===== src/sem_regs.svh =====
// Purpose: Offsets, field positions, reset values of the event monitor registers
// Assumes: Byte-wide registers on an 8-bit register address
// Notes:   Definitions only
`ifndef SEM_REGS_SVH
`define SEM_REGS_SVH
// ==========================================================
// Register offsets
`define SEM_OFS_MASK    8'h27
`define SEM_OFS_LOSCTL  8'h28
`define SEM_OFS_LOSSTS  8'h29
`define SEM_OFS_DETECT  8'h2a
`define SEM_OFS_CFG     8'h2b
`define SEM_OFS_TALLY   8'h2c
`define SEM_OFS_DRIVER  8'h2e
// ==========================================================
// Field positions
`define SEM_MSK_PLL     4
`define SEM_MSK_FIFO    3
`define SEM_MSK_CDET    2
`define SEM_MSK_CLOS    1
`define SEM_MSK_DLOS    0
`define SEM_LOS_PRESET  1
`define SEM_LOS_CLEAR   0
`define SEM_CFG_NOPLL   6
`define SEM_CFG_NOLINK  5
`define SEM_CFG_NOLOS   4
`define SEM_CFG_SEL     3
`define SEM_CFG_CLRPLL  2
`define SEM_CFG_CLRLINK 1
`define SEM_CFG_EN      0
`define SEM_DRV_REV     6
// ==========================================================
// Reset values and counter saturation limit
`define SEM_RST_MASK    8'h00
`define SEM_RST_LOSCTL  2'h0
`define SEM_RST_LOSSTS  6'h00
`define SEM_RST_CFG     7'h00
`define SEM_RST_DRIVER  7'h00
`define SEM_RST_COUNT   8'h00
`define SEM_COUNT_MAX   8'hff
`endif


===== src/sem_pkg.sv =====
// Purpose: Types shared by the event monitor register bank
// Assumes: Nothing beyond the register header
// Notes:   Types only; constants live in sem_regs.svh
package sem_pkg;
  // ==========================================================
  // Register access request from the management bus front end
  typedef struct packed {
    logic       wr;
    logic       rd;
    logic [7:0] addr;
    logic [7:0] wdata;
  } sem_req_t;
  // ==========================================================
  // Event and loss sources from the serializer datapath
  typedef struct packed {
    logic       pll_lock_event;
    logic       link_event;
    logic       pll_error;
    logic       fifo_error;
    logic       clk_detect_error;
    logic       clk_loss;
    logic [4:0] data_loss;
  } sem_events_t;
  // ==========================================================
  // Live detection levels
  typedef struct packed {
    logic       clk_detected;
    logic [1:0] link_detected;
  } sem_detect_t;
  typedef enum logic {
    SEM_SEL_PLL  = 1'b0,
    SEM_SEL_LINK = 1'b1
  } sem_sel_t;
endpackage


===== src/sem_sat_counter.sv =====
// Purpose: 8-bit saturating event counter with synchronous clear
// Assumes: inc is a single-cycle qualified event
// Notes:   Clear wins over an increment in the same cycle
`timescale 1ns/1ps
`default_nettype none
`include "sem_regs.svh"
module sem_sat_counter (
  input  wire logic       clk,
  input  wire logic       rst_n,
  input  wire logic       clear,
  input  wire logic       inc,
  output var  logic [7:0] count
);
  // ==========================================================
  // Saturating step
  function automatic logic [7:0] sat_inc(input logic [7:0] v);
    if (v == `SEM_COUNT_MAX)
    begin
      return v;
    end
    return v + 8'h01;
  endfunction

  always_ff @(posedge clk or negedge rst_n)
  begin
    if (!rst_n)
    begin
      count <= `SEM_RST_COUNT;
    end
    else if (clear)
    begin
      count <= `SEM_RST_COUNT;
    end
    else if (inc)
    begin
      count <= sat_inc(count);
    end
  end
endmodule
`default_nettype wire


===== src/sem_event_monitor_regs.sv =====
// Purpose: Status and event monitoring register bank of the serializer
// Assumes: Register requests come from the management bus front end,
//          synchronous to clk; event inputs are single-cycle pulses, loss inputs are levels
// Notes:   Read data is registered and appears one edge after the request
`timescale 1ns/1ps
`default_nettype none
`include "sem_regs.svh"
module sem_event_monitor_regs (
  input  wire logic                clk,
  input  wire logic                rst_n,
  input  wire sem_pkg::sem_req_t   bus_req,
  input  wire sem_pkg::sem_events_t events,
  input  wire sem_pkg::sem_detect_t detect,
  output var  logic [7:0]          reg_rdata,
  output var  logic                reg_rvalid,
  output var  logic                reverse_data_order,
  output var  logic [1:0]          link_detect_value,
  output var  logic [5:0]          loss_flags,
  output var  logic                count_enable
);
  // ==========================================================
  // Storage
  logic [7:0] error_count_mask;
  logic [1:0] loss_flag_control;
  logic [6:0] event_counter_setup;
  logic [3:0] driver_spare;
  logic       clk_loss_q;
  logic [4:0] data_loss_q;
  logic [7:0] pll_count;
  logic [7:0] link_count;
  logic [5:0] next_loss_flags;
  logic [7:0] next_rdata;
  logic       clk_los_edge;
  logic       data_los_edge;
  logic       pll_qual;
  logic       link_qual;
  logic       los_allowed;
  sem_pkg::sem_sel_t count_sel;

  // ==========================================================
  // Decode helpers
  function automatic logic wr_hit(
    input sem_pkg::sem_req_t r,
    input logic [7:0]        a
  );
    return r.wr && (r.addr == a);
  endfunction

  function automatic logic rising(
    input logic now,
    input logic was
  );
    return now && !was;
  endfunction

  // ==========================================================
  // Error count mask
  always_ff @(posedge clk or negedge rst_n)
  begin
    if (!rst_n)
    begin
      error_count_mask <= `SEM_RST_MASK;
    end
    else if (wr_hit(bus_req, `SEM_OFS_MASK))
    begin
      error_count_mask <= bus_req.wdata;
    end
  end

  // ==========================================================
  // Loss flag control
  // Bits act as levels while set, so software writes 0 to release
  always_ff @(posedge clk or negedge rst_n)
  begin
    if (!rst_n)
    begin
      loss_flag_control <= `SEM_RST_LOSCTL;
    end
    else if (wr_hit(bus_req, `SEM_OFS_LOSCTL))
    begin
      loss_flag_control <= bus_req.wdata[1:0];
    end
  end

  // ==========================================================
  // Loss flags
  // A loss seen in the clearing cycle still sets its flag
  always_comb
  begin
    next_loss_flags = loss_flags;
    if (loss_flag_control[`SEM_LOS_PRESET])
    begin
      next_loss_flags = 6'h3f;
    end
    else if (loss_flag_control[`SEM_LOS_CLEAR])
    begin
      next_loss_flags = 6'h00;
    end
    next_loss_flags[5] = next_loss_flags[5] | events.clk_loss;
    next_loss_flags[4:0] = next_loss_flags[4:0] | events.data_loss;
  end

  always_ff @(posedge clk or negedge rst_n)
  begin
    if (!rst_n)
    begin
      loss_flags <= `SEM_RST_LOSSTS;
    end
    else
    begin
      loss_flags <= next_loss_flags;
    end
  end

  // ==========================================================
  // Event counter setup
  // Clear bits stay high for one cycle, then drop by themselves
  always_ff @(posedge clk or negedge rst_n)
  begin
    if (!rst_n)
    begin
      event_counter_setup <= `SEM_RST_CFG;
    end
    else if (wr_hit(bus_req, `SEM_OFS_CFG))
    begin
      event_counter_setup <= bus_req.wdata[6:0];
    end
    else
    begin
      event_counter_setup[`SEM_CFG_CLRPLL] <= 1'b0;
      event_counter_setup[`SEM_CFG_CLRLINK] <= 1'b0;
    end
  end

  always_ff @(posedge clk or negedge rst_n)
  begin
    if (!rst_n)
    begin
      count_enable <= 1'b0;
    end
    else if (wr_hit(bus_req, `SEM_OFS_CFG))
    begin
      count_enable <= bus_req.wdata[`SEM_CFG_EN];
    end
  end

  // ==========================================================
  // Driver register
  always_ff @(posedge clk or negedge rst_n)
  begin
    if (!rst_n)
    begin
      reverse_data_order <= 1'b0;
      link_detect_value  <= 2'h0;
      driver_spare       <= 4'h0;
    end
    else if (wr_hit(bus_req, `SEM_OFS_DRIVER))
    begin
      reverse_data_order <= bus_req.wdata[`SEM_DRV_REV];
      link_detect_value  <= bus_req.wdata[1:0];
      driver_spare       <= bus_req.wdata[5:2];
    end
  end

  // ==========================================================
  // Loss edges
  // Levels are counted once per onset, not once per cycle
  always_ff @(posedge clk or negedge rst_n)
  begin
    if (!rst_n)
    begin
      clk_loss_q  <= 1'b0;
      data_loss_q <= 5'h00;
    end
    else
    begin
      clk_loss_q  <= events.clk_loss;
      data_loss_q <= events.data_loss;
    end
  end

  assign clk_los_edge  = rising(events.clk_loss, clk_loss_q);
  assign data_los_edge = |(events.data_loss & ~data_loss_q);

  // ==========================================================
  // Event qualification
  // Several sources in one cycle add only one count
  assign los_allowed = !event_counter_setup[`SEM_CFG_NOLOS];

  always_comb
  begin
    pll_qual = 1'b0;
    if (events.pll_lock_event && !event_counter_setup[`SEM_CFG_NOPLL])
    begin
      pll_qual = 1'b1;
    end
    if (events.pll_error && !error_count_mask[`SEM_MSK_PLL])
    begin
      pll_qual = 1'b1;
    end
    if (events.clk_detect_error && !error_count_mask[`SEM_MSK_CDET])
    begin
      pll_qual = 1'b1;
    end
    if (clk_los_edge && los_allowed && !error_count_mask[`SEM_MSK_CLOS])
    begin
      pll_qual = 1'b1;
    end
    pll_qual = pll_qual && count_enable;
  end

  always_comb
  begin
    link_qual = 1'b0;
    if (events.link_event && !event_counter_setup[`SEM_CFG_NOLINK])
    begin
      link_qual = 1'b1;
    end
    if (events.fifo_error && !error_count_mask[`SEM_MSK_FIFO])
    begin
      link_qual = 1'b1;
    end
    if (data_los_edge && los_allowed && !error_count_mask[`SEM_MSK_DLOS])
    begin
      link_qual = 1'b1;
    end
    link_qual = link_qual && count_enable;
  end

  // ==========================================================
  // Counters
  sem_sat_counter u_pll_count (
    .clk   (clk),
    .rst_n (rst_n),
    .clear (event_counter_setup[`SEM_CFG_CLRPLL]),
    .inc   (pll_qual),
    .count (pll_count)
  );

  sem_sat_counter u_link_count (
    .clk   (clk),
    .rst_n (rst_n),
    .clear (event_counter_setup[`SEM_CFG_CLRLINK]),
    .inc   (link_qual),
    .count (link_count)
  );

  // ==========================================================
  // Read mux
  // Unmapped offsets read as zero
  assign count_sel = sem_pkg::sem_sel_t'(event_counter_setup[`SEM_CFG_SEL]);

  always_comb
  begin
    next_rdata = 8'h00;
    case (bus_req.addr)
      `SEM_OFS_MASK:
      begin
        next_rdata = error_count_mask;
      end
      `SEM_OFS_LOSCTL:
      begin
        next_rdata = {6'h00, loss_flag_control};
      end
      `SEM_OFS_LOSSTS:
      begin
        next_rdata = {2'h0, loss_flags};
      end
      `SEM_OFS_DETECT:
      begin
        next_rdata = {4'h0, detect.clk_detected, 1'b0, detect.link_detected};
      end
      `SEM_OFS_CFG:
      begin
        next_rdata = {1'b0, event_counter_setup};
      end
      `SEM_OFS_TALLY:
      begin
        if (count_sel == sem_pkg::SEM_SEL_LINK)
        begin
          next_rdata = link_count;
        end
        else
        begin
          next_rdata = pll_count;
        end
      end
      `SEM_OFS_DRIVER:
      begin
        next_rdata = {1'b0, reverse_data_order, driver_spare, link_detect_value};
      end
      default:
      begin
        next_rdata = 8'h00;
      end
    endcase
  end

  // ==========================================================
  // Read return
  // Data holds until the next read so a slow front end can fetch it
  always_ff @(posedge clk or negedge rst_n)
  begin
    if (!rst_n)
    begin
      reg_rdata <= 8'h00;
    end
    else if (bus_req.rd)
    begin
      reg_rdata <= next_rdata;
    end
  end

  always_ff @(posedge clk or negedge rst_n)
  begin
    if (!rst_n)
    begin
      reg_rvalid <= 1'b0;
    end
    else
    begin
      reg_rvalid <= bus_req.rd;
    end
  end
endmodule
`default_nettype wire


===== config.mk =====
export PLATFORM = sky130hd
export DESIGN_NAME = sem_event_monitor_regs
export DESIGN_NICKNAME = d
export VERILOG_FILES = /design/src/sem_pkg.sv /design/src/sem_sat_counter.sv /design/src/sem_event_monitor_regs.sv
export VERILOG_INCLUDE_DIRS = /design/src
export SDC_FILE = /design/constraint.sdc
export NUM_CORES = 1
export LEC_CHECK = 0
export ABC_AREA = 0
export BUFFER_PORTS_ARGS = -buffer_cell sky130_fd_sc_hd__buf_2
export CORE_MARGIN = 10
export CORE_UTILIZATION = 47
export CTS_CLUSTER_SIZE = 14
export DETAILED_ROUTE_END_ITERATION = 7
export PLACE_DENSITY_LB_ADDON = 0.12
export REMOVE_ABC_BUFFERS = 1
export SLEW_MARGIN = 25
export SYNTH_ARGS = -nofsm -noshare
export SYNTH_HDL_FRONTEND = slang
export SYNTH_SLANG_ARGS = --single-unit

===== constraint.sdc =====
create_clock -name clk -period 2.3 [get_ports clk]
set_input_delay 0.46 -clock clk [delete_from_list [all_inputs] [get_ports clk]]
set_output_delay 0.46 -clock clk [all_outputs]
set_load 0.03 [all_outputs]

[Word-level counts from Yosys, hierarchy flattened]
Index checks and enable logic that the tools add are counted.
Word-level totals
  bits of input ports: 34
  register bits: 62
  word-level logic and storage cells: 86
  output and inout port bits: 19
Operators by class
  reduce and logical (&&, ||, !) cells: 30
  mux-type cells: 24
  bitwise gates (word level): 4
  $add $sub $neg: 2
  equality and inequality tests: 11
Operators with widths (count)
  8-bit by 6-bit equality test with 1-bit output (second input constant): 7
  8-bit two-way mux: 7
  8-bit one-hot mux with 7 select lines: 1
  8-bit by 1-bit adder with 8-bit output (second input constant): 2
  8-bit equality test (second input constant): 2
  1-bit logical AND: 16
  1-bit two-way mux: 13
  6-bit two-way mux: 2
  1-bit zero test: 9
  3-bit inequality test (second input constant): 2
  5-bit bitwise AND: 1
  5-bit inverter: 1
  5-bit bitwise OR: 1
  5-bit OR reduction: 1
  2-bit AND reduction: 2
  2-bit nonzero test: 2
  2-bit two-way mux: 1
  1-bit bitwise OR: 1

[Logic depth before layout (Yosys ltp)]
Gate-level depths: netlist (run 1).
  word-level depth: 12
  mapped depth: 7
  mapped depth without buffers: 6

[By module]
From an unflattened synthesis (run 1), not the netlist that was laid out.
Unflattened totals
  cells, all modules: 296
  area, all modules: 3235.6 um^2
By module, submodules not included
  sem_event_monitor_regs: instances 1, cells each 200, area an instance 2257.2 um^2
  sem_sat_counter: instances 2, cells each 48, area an instance 489.2 um^2

[Least setup slack after synthesis (run 1)]
Ideal clock, no wire load.
  path kind: in2reg
  start: in bus_req[12] in the netlist's numbering
  end: reg driver_spare[0]
  cell stages on the path: 6
  library setup time: 0.125 ns
  setup slack: 0.621 ns
  arrival time: 1.554 ns
  cells stage by stage: nor4b_4 and2_2 buf_6 and2_4 nand3_4 mux2_2
Between the ends
  word-level cells in the longest chain between the ends: 2
RTL lines
  from (decl): RTL line sem_event_monitor_regs.sv:11  | input wire sem_pkg::sem_req_t bus_req,
  8-bit by 6-bit equality test with 1-bit output: RTL line sem_event_monitor_regs.sv:46  | return r.wr && (r.addr == a);
  1-bit logical AND: RTL line sem_event_monitor_regs.sv:46
  to (signal assigned): RTL line sem_event_monitor_regs.sv:161  | driver_spare <= bus_req.wdata[5:2];
  to (decl): RTL line sem_event_monitor_regs.sv:26  | logic [3:0] driver_spare;
No other way between the ends.
A chain may end at the register's enable or synchronous reset.

[Worst setup path in the final report (run 1)]
  start: reg u_link_count.count[0]
  end: reg u_link_count.count[7]
Between the ends
  word-level cells in the longest chain between the ends: 6
  elaborated cells between the ends (all ways): 10
  classes of those cells: 1 x add/sub; 2 x eq/ne; 6 x mux; 1 x reduce/logical
RTL lines
  from (decl): RTL line sem_sat_counter.sv:12  | output var logic [7:0] count
  from (signal assigned): RTL line sem_sat_counter.sv:28  | count <= `SEM_RST_COUNT;
  from (signal assigned): RTL line sem_sat_counter.sv:32  | count <= `SEM_RST_COUNT;
  from (signal assigned): RTL line sem_sat_counter.sv:36  | count <= sat_inc(count);
  parallel branches: the longest is 6 deep, another holds 8-bit by 1-bit adder with 8-bit output
Several ways; the timed one is not identified. The select of a mux whose other input is x is not followed.

==> results of run 1 <==
## cell usage after synthesis (5+ instances only)
library cell,n
nor2b_1,6
o21ai_0,21
dfrtp_1,61
nand2_1,18
mux2_2,24
nand3_1,9
nor2_1,28
inv_1,14
xnor2_1,6
a21oi_1,11
or3_1,5
mux2i_1,8
## final cells by class
| class | count | area, um2 |
|---|---|---|
| Sequential cell | 61 | 1526 |
| Fill cell | 566 | 2743 |
| Multi-Input combinational cell | 193 | 1365 |
| Inverter | 14 | 52.55 |
| Tap cell | 77 | 96.34 |
| Clock inverter | 7 | 81.33 |
| Clock buffer | 9 | 123.9 |
| Timing Repair Buffer | 59 | 325.3 |
## cells by family (layout without fill, tap and decap cells)
| logic type | Yosys count | in the layout | share of synthesized area (%) |
|---|---|---|---|
| simple gates | 93 | 93 | 16.87 |
| flops | 61 | 61 | 50.43 |
| compound gates | 57 | 57 | 12.32 |
| mux | 34 | 34 | 13.06 |
| buf+inv | 25 | 89 | 4.464 |
| xor+xnor | 7 | 7 | 2.026 |
| fa+ha+maj | 2 | 2 | 0.8267 |
## routing by layer
layer	wire (um)	up-vias	share of wire, %
met5	0	-	0
met4	116	0	1.5
met3	558	10	7.3
met2	3264	83	43
met1	3677	1181	48
li1	-	1129	-
## sequential cells by signal, summed over array words and instances (netlist names)
signal,cells
clk_loss_q,1
data_loss_q,5
driver_spare,4
error_count_mask,8
event_counter_setup,7
link_detect_value,2
loss_flag_control,2
loss_flags,6
reg_rdata,8
reg_rvalid,1
reverse_data_order,1
u_link_count.count,8
u_pll_count.count,8
## worst max-delay path: cells and delay by family (launching register included)
family                   cells  cell delay, ns
adder cells (fa/ha/maj)      1            0.27
flip-flops                   1            0.43
AO/OA/AOI/OAI                3            0.42
AND/OR/NAND/NOR              2            0.49
buffers and inverters        1            0.19
## metrics by stage
| stage | util, % | setup slack (ns) | std cells | cell area (um2) | total power, W |
|---|---|---|---|---|---|
| floorplan | - | 0.5551 | 268 | 2944 | 0.001415 |
| global placement | 53.31 | 0.3854 | 404 | 3366 | 0.001574 |
| detailed placement | 53.31 | 0.3506 | 404 | 3366 | 0.001580 |
| CTS | 56.56 | 0.3956 | 420 | 3571 | 0.002559 |
| global route | 56.56 | 0.2988 | 420 | 3571 | 0.002652 |
| finish | 56.56 | 0.4077 | 420 | 3571 | 0.002532 |
## layout by cell type (no fill, tap or decap), types with 2 or more instances in the layout
master	instances
dfrtp_1	61
buf_2	52
nor2_1	28
mux2_2	24
o21ai_0	21
nand2_1	18
inv_1	14
a21oi_1	11
nand3_1	9
clkbuf_8	9
mux2i_1	8
nor2b_1	6
xnor2_1	6
buf_4	6
or3_1	5
nand2b_1	4
a32oi_1	4
and3_1	3
a22o_1	3
inv_6	3
and2_2	2
o221ai_1	2
nand4_1	2
o21a_1	2
o211ai_1	2
nor4_1	2
a31oi_1	2
and3_2	2
a211oi_1	2
mux4_2	2
a221oi_1	2
nor3_1	2
ha_1	2
clkinv_4	2
## power groups by stage
stage	Clock [W]	Combinational [W]	Sequential [W]
5_1_grt	0.00104	0.000362	0.00125
4_1_cts	0.000998	0.000329	0.00123
3_5_place_dp	0	0.000328	0.00125
3_3_place_gp	0	0.000323	0.00125
2_1_floorplan	0	0.000157	0.00126
6_report	0.000976	0.000325	0.00123
## path summary, 6_finish.rpt
path | startpoint | end | slack (ns) | cells past startpoint
min in group clk | events[1] | data_loss_q[1]$_DFF_PN0_ | 0.25 | 1
max | u_link_count.count[0]$_DFFE_PN0P_ | u_link_count.count[7]$_DFFE_PN0P_ | 0.41 | 7
max in group asynchronous | rst_n | u_link_count.count[7]$_DFFE_PN0P_ | 1.56 | 2
min | rst_n | reg_rdata[7]$_DFFE_PN0P_ | 0.12 | 1
min reg2reg | reg_rdata[3]$_DFFE_PN0P_ | reg_rdata[3]$_DFFE_PN0P_ | 0.51 | 2
max reg2reg | u_link_count.count[0]$_DFFE_PN0P_ | u_link_count.count[7]$_DFFE_PN0P_ | 0.41 | 7
==> impl_results.md, run 1 <==
* Layout Skew at 0.01089 ns
* Initial Utilization at 47.94%
* Worst skew pair latency at 0.34 ns
* DRC viols at 0
* Ys async rst share at 100.0%
* Clk slew on worst S/H paths at 0.08 ns
* Share of cells above drive strength 1 at 32.36%
* Max Freq at 528.5 MHz
* Outcome: finished clean
* Crit Path Max Fanout at 14
* Pin count of the biggest net entering global routing at 38
* Critical path's slowest cell: dfrtp_1
* Critical-path cell list: ha_1 > nand3_1 > o21a_1 > o211ai_1 > buf_4 > or4_1 > a21oi_1
* Number of global-route vias before repair at 2384
* Max-cap viol count at 0
* Setup-violating endpoint count in the final report at 0
* Critical path class: flop to flop
* RSZ-0062 raised after global routing: false
* Synth cell types at 50
* Post-CTS setup buffer count at 0
* Number of vias per cell at 5.721
* Synth Register Bits at 61
* Initial antenna violation count at 0
* Via count at 2403
* Logic gate share of total power at 12.8%
* Area added between synthesis and finish at 17.98%
* Crit path launch type: flop
* DR WL/cell at 18.13 um
* IO buf count at 52
* Synth top area share at 50.43%
* Clock power share at 38.5%
* Post-route ant nets at 0
* Avg Cell Area, Syn at 10.85 um2
* Synth area leaders: dfrtp_1 50%, mux2_2 8.9%, nor2_1 3.5%
* Worst-margin pin slew at 0.5999 ns
* Min Tclk post-route at 1.892 ns
* NetSw at 0.0007339 W
* DP HPWL at 5.859 mm
* GR Layer Usage met1 at 21.77%
* TNS Setup at 0 ns
* Synth warn at 0
* LEAKAGE at 1.673 nW
* Reg power frac at 48.6%
* Pint at 0.001798 W
* Peak VDD IR at 492.1 uV
* Hold crit path type: primary input to async pin
* Seq/Total Area, Yosys at 50.43%
* Site Rows at 29
* Final Hold Fails at 0
* Ports at 53
* Chip height at 100.2 um
* Pre-Repair DR Iteration Count at 5
* CTS Hold Buffers Added at 0
* Grt met3 use at 4.945%
* Number of enable flip-flop cells after synthesis at 0
* Htree depth at 3
* Die area at 10050 um2
* Core area at 6314 um2
* Clk sinks at 61
* PD cells at 709.2 nW/um2
* Slew Limit Fails at 0
* CTS tree: built
* Cells after Synth at 279
* Synth Cell Area at 3027 um2
* Routability cong. at 0.8651
* ANT cells at 0
* Sw frac at 28.98%
* Gr busiest metal: met1
* Starting DRC count in detailed routing at 169
* First-pass GRT wire length at 12.33 mm
* GR Overflow Total at 0
* Root Buffer: clkbuf_8
* Die X-Extent at 100.2 um
* Crit share post-route at 82.27%
* CTS max path bufs at 2
* Primary flip-flop cell chosen by synthesis mapping: dfrtp_1
* Fin Hold WS at 0.1196 ns
* CTS Buf Count at 9
* Crit. End Element: flop
* Critical path arrival at 2.14 ns
* Largest area contributor in the netlist: dfrtp_1
* Layout net count at 374
* Post_cts resized at 0
* CP Data Required Time at 2.55 ns
* Max-slew headroom at 60.01%
* CP max stage delay at 0.43 ns
* Total GRT Usage at 15.49%
* M2 GR Usage at 21.71%
* Wirelength, routed at 7.616 mm
Note: power is estimated with default switching activity, not from simulation.
==> run 2, diff against run 1 <==
==> constraint.sdc (replaced) <==
create_clock -name clk -period 2 [get_ports clk]
set_input_delay 0.4 -clock clk [delete_from_list [all_inputs] [get_ports clk]]
set_output_delay 0.4 -clock clk [all_outputs]
set_load 0.03 [all_outputs]
==> impl_results.md, run 2 (same netlist as run 1, synthesis figures left out) <==
* Min Tclk post-route at 1.907 ns
* Initial Utilization at 47.94%
* Htree depth at 3
* Total GRT Usage at 15.50%
* Max Freq at 524.5 MHz
* Wirelength, routed at 7.547 mm
* Clk sinks at 61
* Chip height at 100.2 um
* Max-cap viol count at 0
* Post-Layout Cell Count at 421
* Critical path arrival at 2.17 ns
* Final worst slack at 0.09337 ns
* DR WL/cell at 17.93 um
* GR Overflow Total at 0
* CTS Hold Buffers Added at 0
* Clk slew on worst S/H paths at 0.07 ns
* Sw frac at 30.17%
* CP Data Required Time at 2.26 ns
* Via count at 2307
* NetSw at 0.0008341 W
* CTS tree: built
* Max-slew headroom at 69.61%
* RSZ-0062 raised after global routing: false
* Most frequent cells in the layout: 60 x dfrtp_1, 52 x buf_2, 28 x nor2_1, 24 x mux2_2, 21 x o21ai_0
* Root Buffer: clkbuf_8
* Initial antenna violation count at 0
* Die X-Extent at 100.2 um
* Post_cts resized at 0
* Final Hold Fails at 0
* Most common cell after layout, fill and taps aside: dfrtp_1
* Site Rows at 29
* IO buf count at 52
* Pin count of the biggest net entering global routing at 62
* PD cells at 778.8 nW/um2
* Clock power share at 35.5%
* Routability cong. at 0.8264
* LEAKAGE at 1.661 nW
* Worst-margin pin slew at 0.4559 ns
* Crit Path Max Fanout at 6
* CTS Buf Count at 9
* Layout Skew at 0.01158 ns
* DP HPWL at 5.627 mm
* Pre-CTS setup slack at 0.05661 ns
* Post-route ant nets at 0
* Number of global-route vias before repair at 2357
* Critical path class: flop to flop
* ANT cells at 0
* Fill count at 577
* Pre-Repair DR Iteration Count at 4
* Ports at 53
* Post-CTS setup buffer count at 0
* Setup-violating endpoint count in the final report at 0
* Core area at 6314 um2
* DRC viols at 0
* Crit path launch type: flop
* Number of vias per cell at 5.480
* Peak VDD IR at 399.4 uV
* Hold crit path type: primary input to async pin
* Die area at 10050 um2
* Logic gate share of total power at 13.2%
* Starting DRC count in detailed routing at 106
* Reg power frac at 51.3%
* Crit share post-route at 95.33%
* Layout net count at 375
* TNS Setup at 0 ns
* Pint at 0.001930 W
* First-pass GRT wire length at 12.21 mm
* Slew Limit Fails at 0
* Share of cells above drive strength 1 at 32.85%
* CTS max path bufs at 2
* Area added between synthesis and finish at 17.28%
* Worst skew pair latency at 0.35 ns
* Outcome: finished clean
* DP Cell Count at 405
* Crit. End Element: flop
run 2: cell types whose count changed in the layout (fill, tap and decap cells not counted), sizes merged:
cell | previous run | this run
clkinv | 2 | 4
buf | 59 | 60
bufinv | 1 | 0
inv | 17 | 15
clkinvlp | 1 | 2
run 2: metrics by stage:
step / total power, W / instance area (um2) / hold slack (ns) / utilization, %
2_1_floorplan: 0.001627 / 2944 / 0.1044 / -
3_3_place_gp: 0.001804 / 3373 / 0.4372 / 53.43
3_5_place_dp: 0.001810 / 3373 / 0.4366 / 53.43
4_1_cts: 0.002789 / 3548 / 0.05618 / 56.20
5_1_grt: 0.002899 / 3550 / 0.08063 / 56.22
6_report: 0.002764 / 3550 / 0.04932 / 56.22
run 2: final cells by class:
cell class | count | area (um2) | area share [%]
timing repair buffer | 60 | 332.8 | 9.376
multi-input combinational | 193 | 1365 | 38.46
sequential | 61 | 1528 | 43.04
clock buffer | 9 | 123.9 | 3.490
tap | 77 | 96.34 | 2.714
clock inverter | 7 | 51.30 | 1.445
inverter | 14 | 52.55 | 1.480
run 2: final timing paths:
kind | startpoint | to | slack [ns] | cells past startpoint
max in group asynchronous | rst_n | u_link_count.count[0]$_DFFE_PN0P_ | 1.67 | 2
hold reg to reg | reg_rdata[1]$_DFFE_PN0P_ | reg_rdata[1]$_DFFE_PN0P_ | 0.51 | 2
min in group clk | events[0] | data_loss_q[0]$_DFF_PN0_ | 0.18 | 1
setup reg to reg | u_link_count.count[0]$_DFFE_PN0P_ | u_link_count.count[7]$_DFFE_PN0P_ | 0.09 | 7
hold / removal | rst_n | u_link_count.count[3]$_DFFE_PN0P_ | 0.05 | 2
setup / recovery | u_link_count.count[0]$_DFFE_PN0P_ | u_link_count.count[7]$_DFFE_PN0P_ | 0.09 | 7
run 2: critical path: stages, from the launching register on:
cell	delay, ns
dfrtp_2	0.44
ha_1	0.26
nand3_1	0.08
o21a_1	0.14
o211ai_1	0.15
buf_4	0.19
or4_1	0.40
a21oi_1	0.17
run 2: metal layers:
| metal | up-vias | wire length, um | track usage [%] |
|---|---|---|---|
| met5 | - | 0 | 0 |
| met4 | 0 | 160 | 6.957 |
| met3 | 11 | 483 | 4.602 |
| met2 | 67 | 3218 | 21.86 |
| met1 | 1104 | 3684 | 21.29 |
| li1 | 1125 | - | - |
run 2: power groups by stage:
| stage | sequential (W) | clock (W) | combinational, W |
|---|---|---|---|
| CTS | 0.00142 | 0.00100 | 0.000372 |
| global route | 0.00143 | 0.00105 | 0.000414 |
| detailed placement | 0.00144 | 0 | 0.000370 |
| finish | 0.00142 | 0.000980 | 0.000365 |
| floorplan | 0.00145 | 0 | 0.000181 |
| global placement | 0.00144 | 0 | 0.000368 |
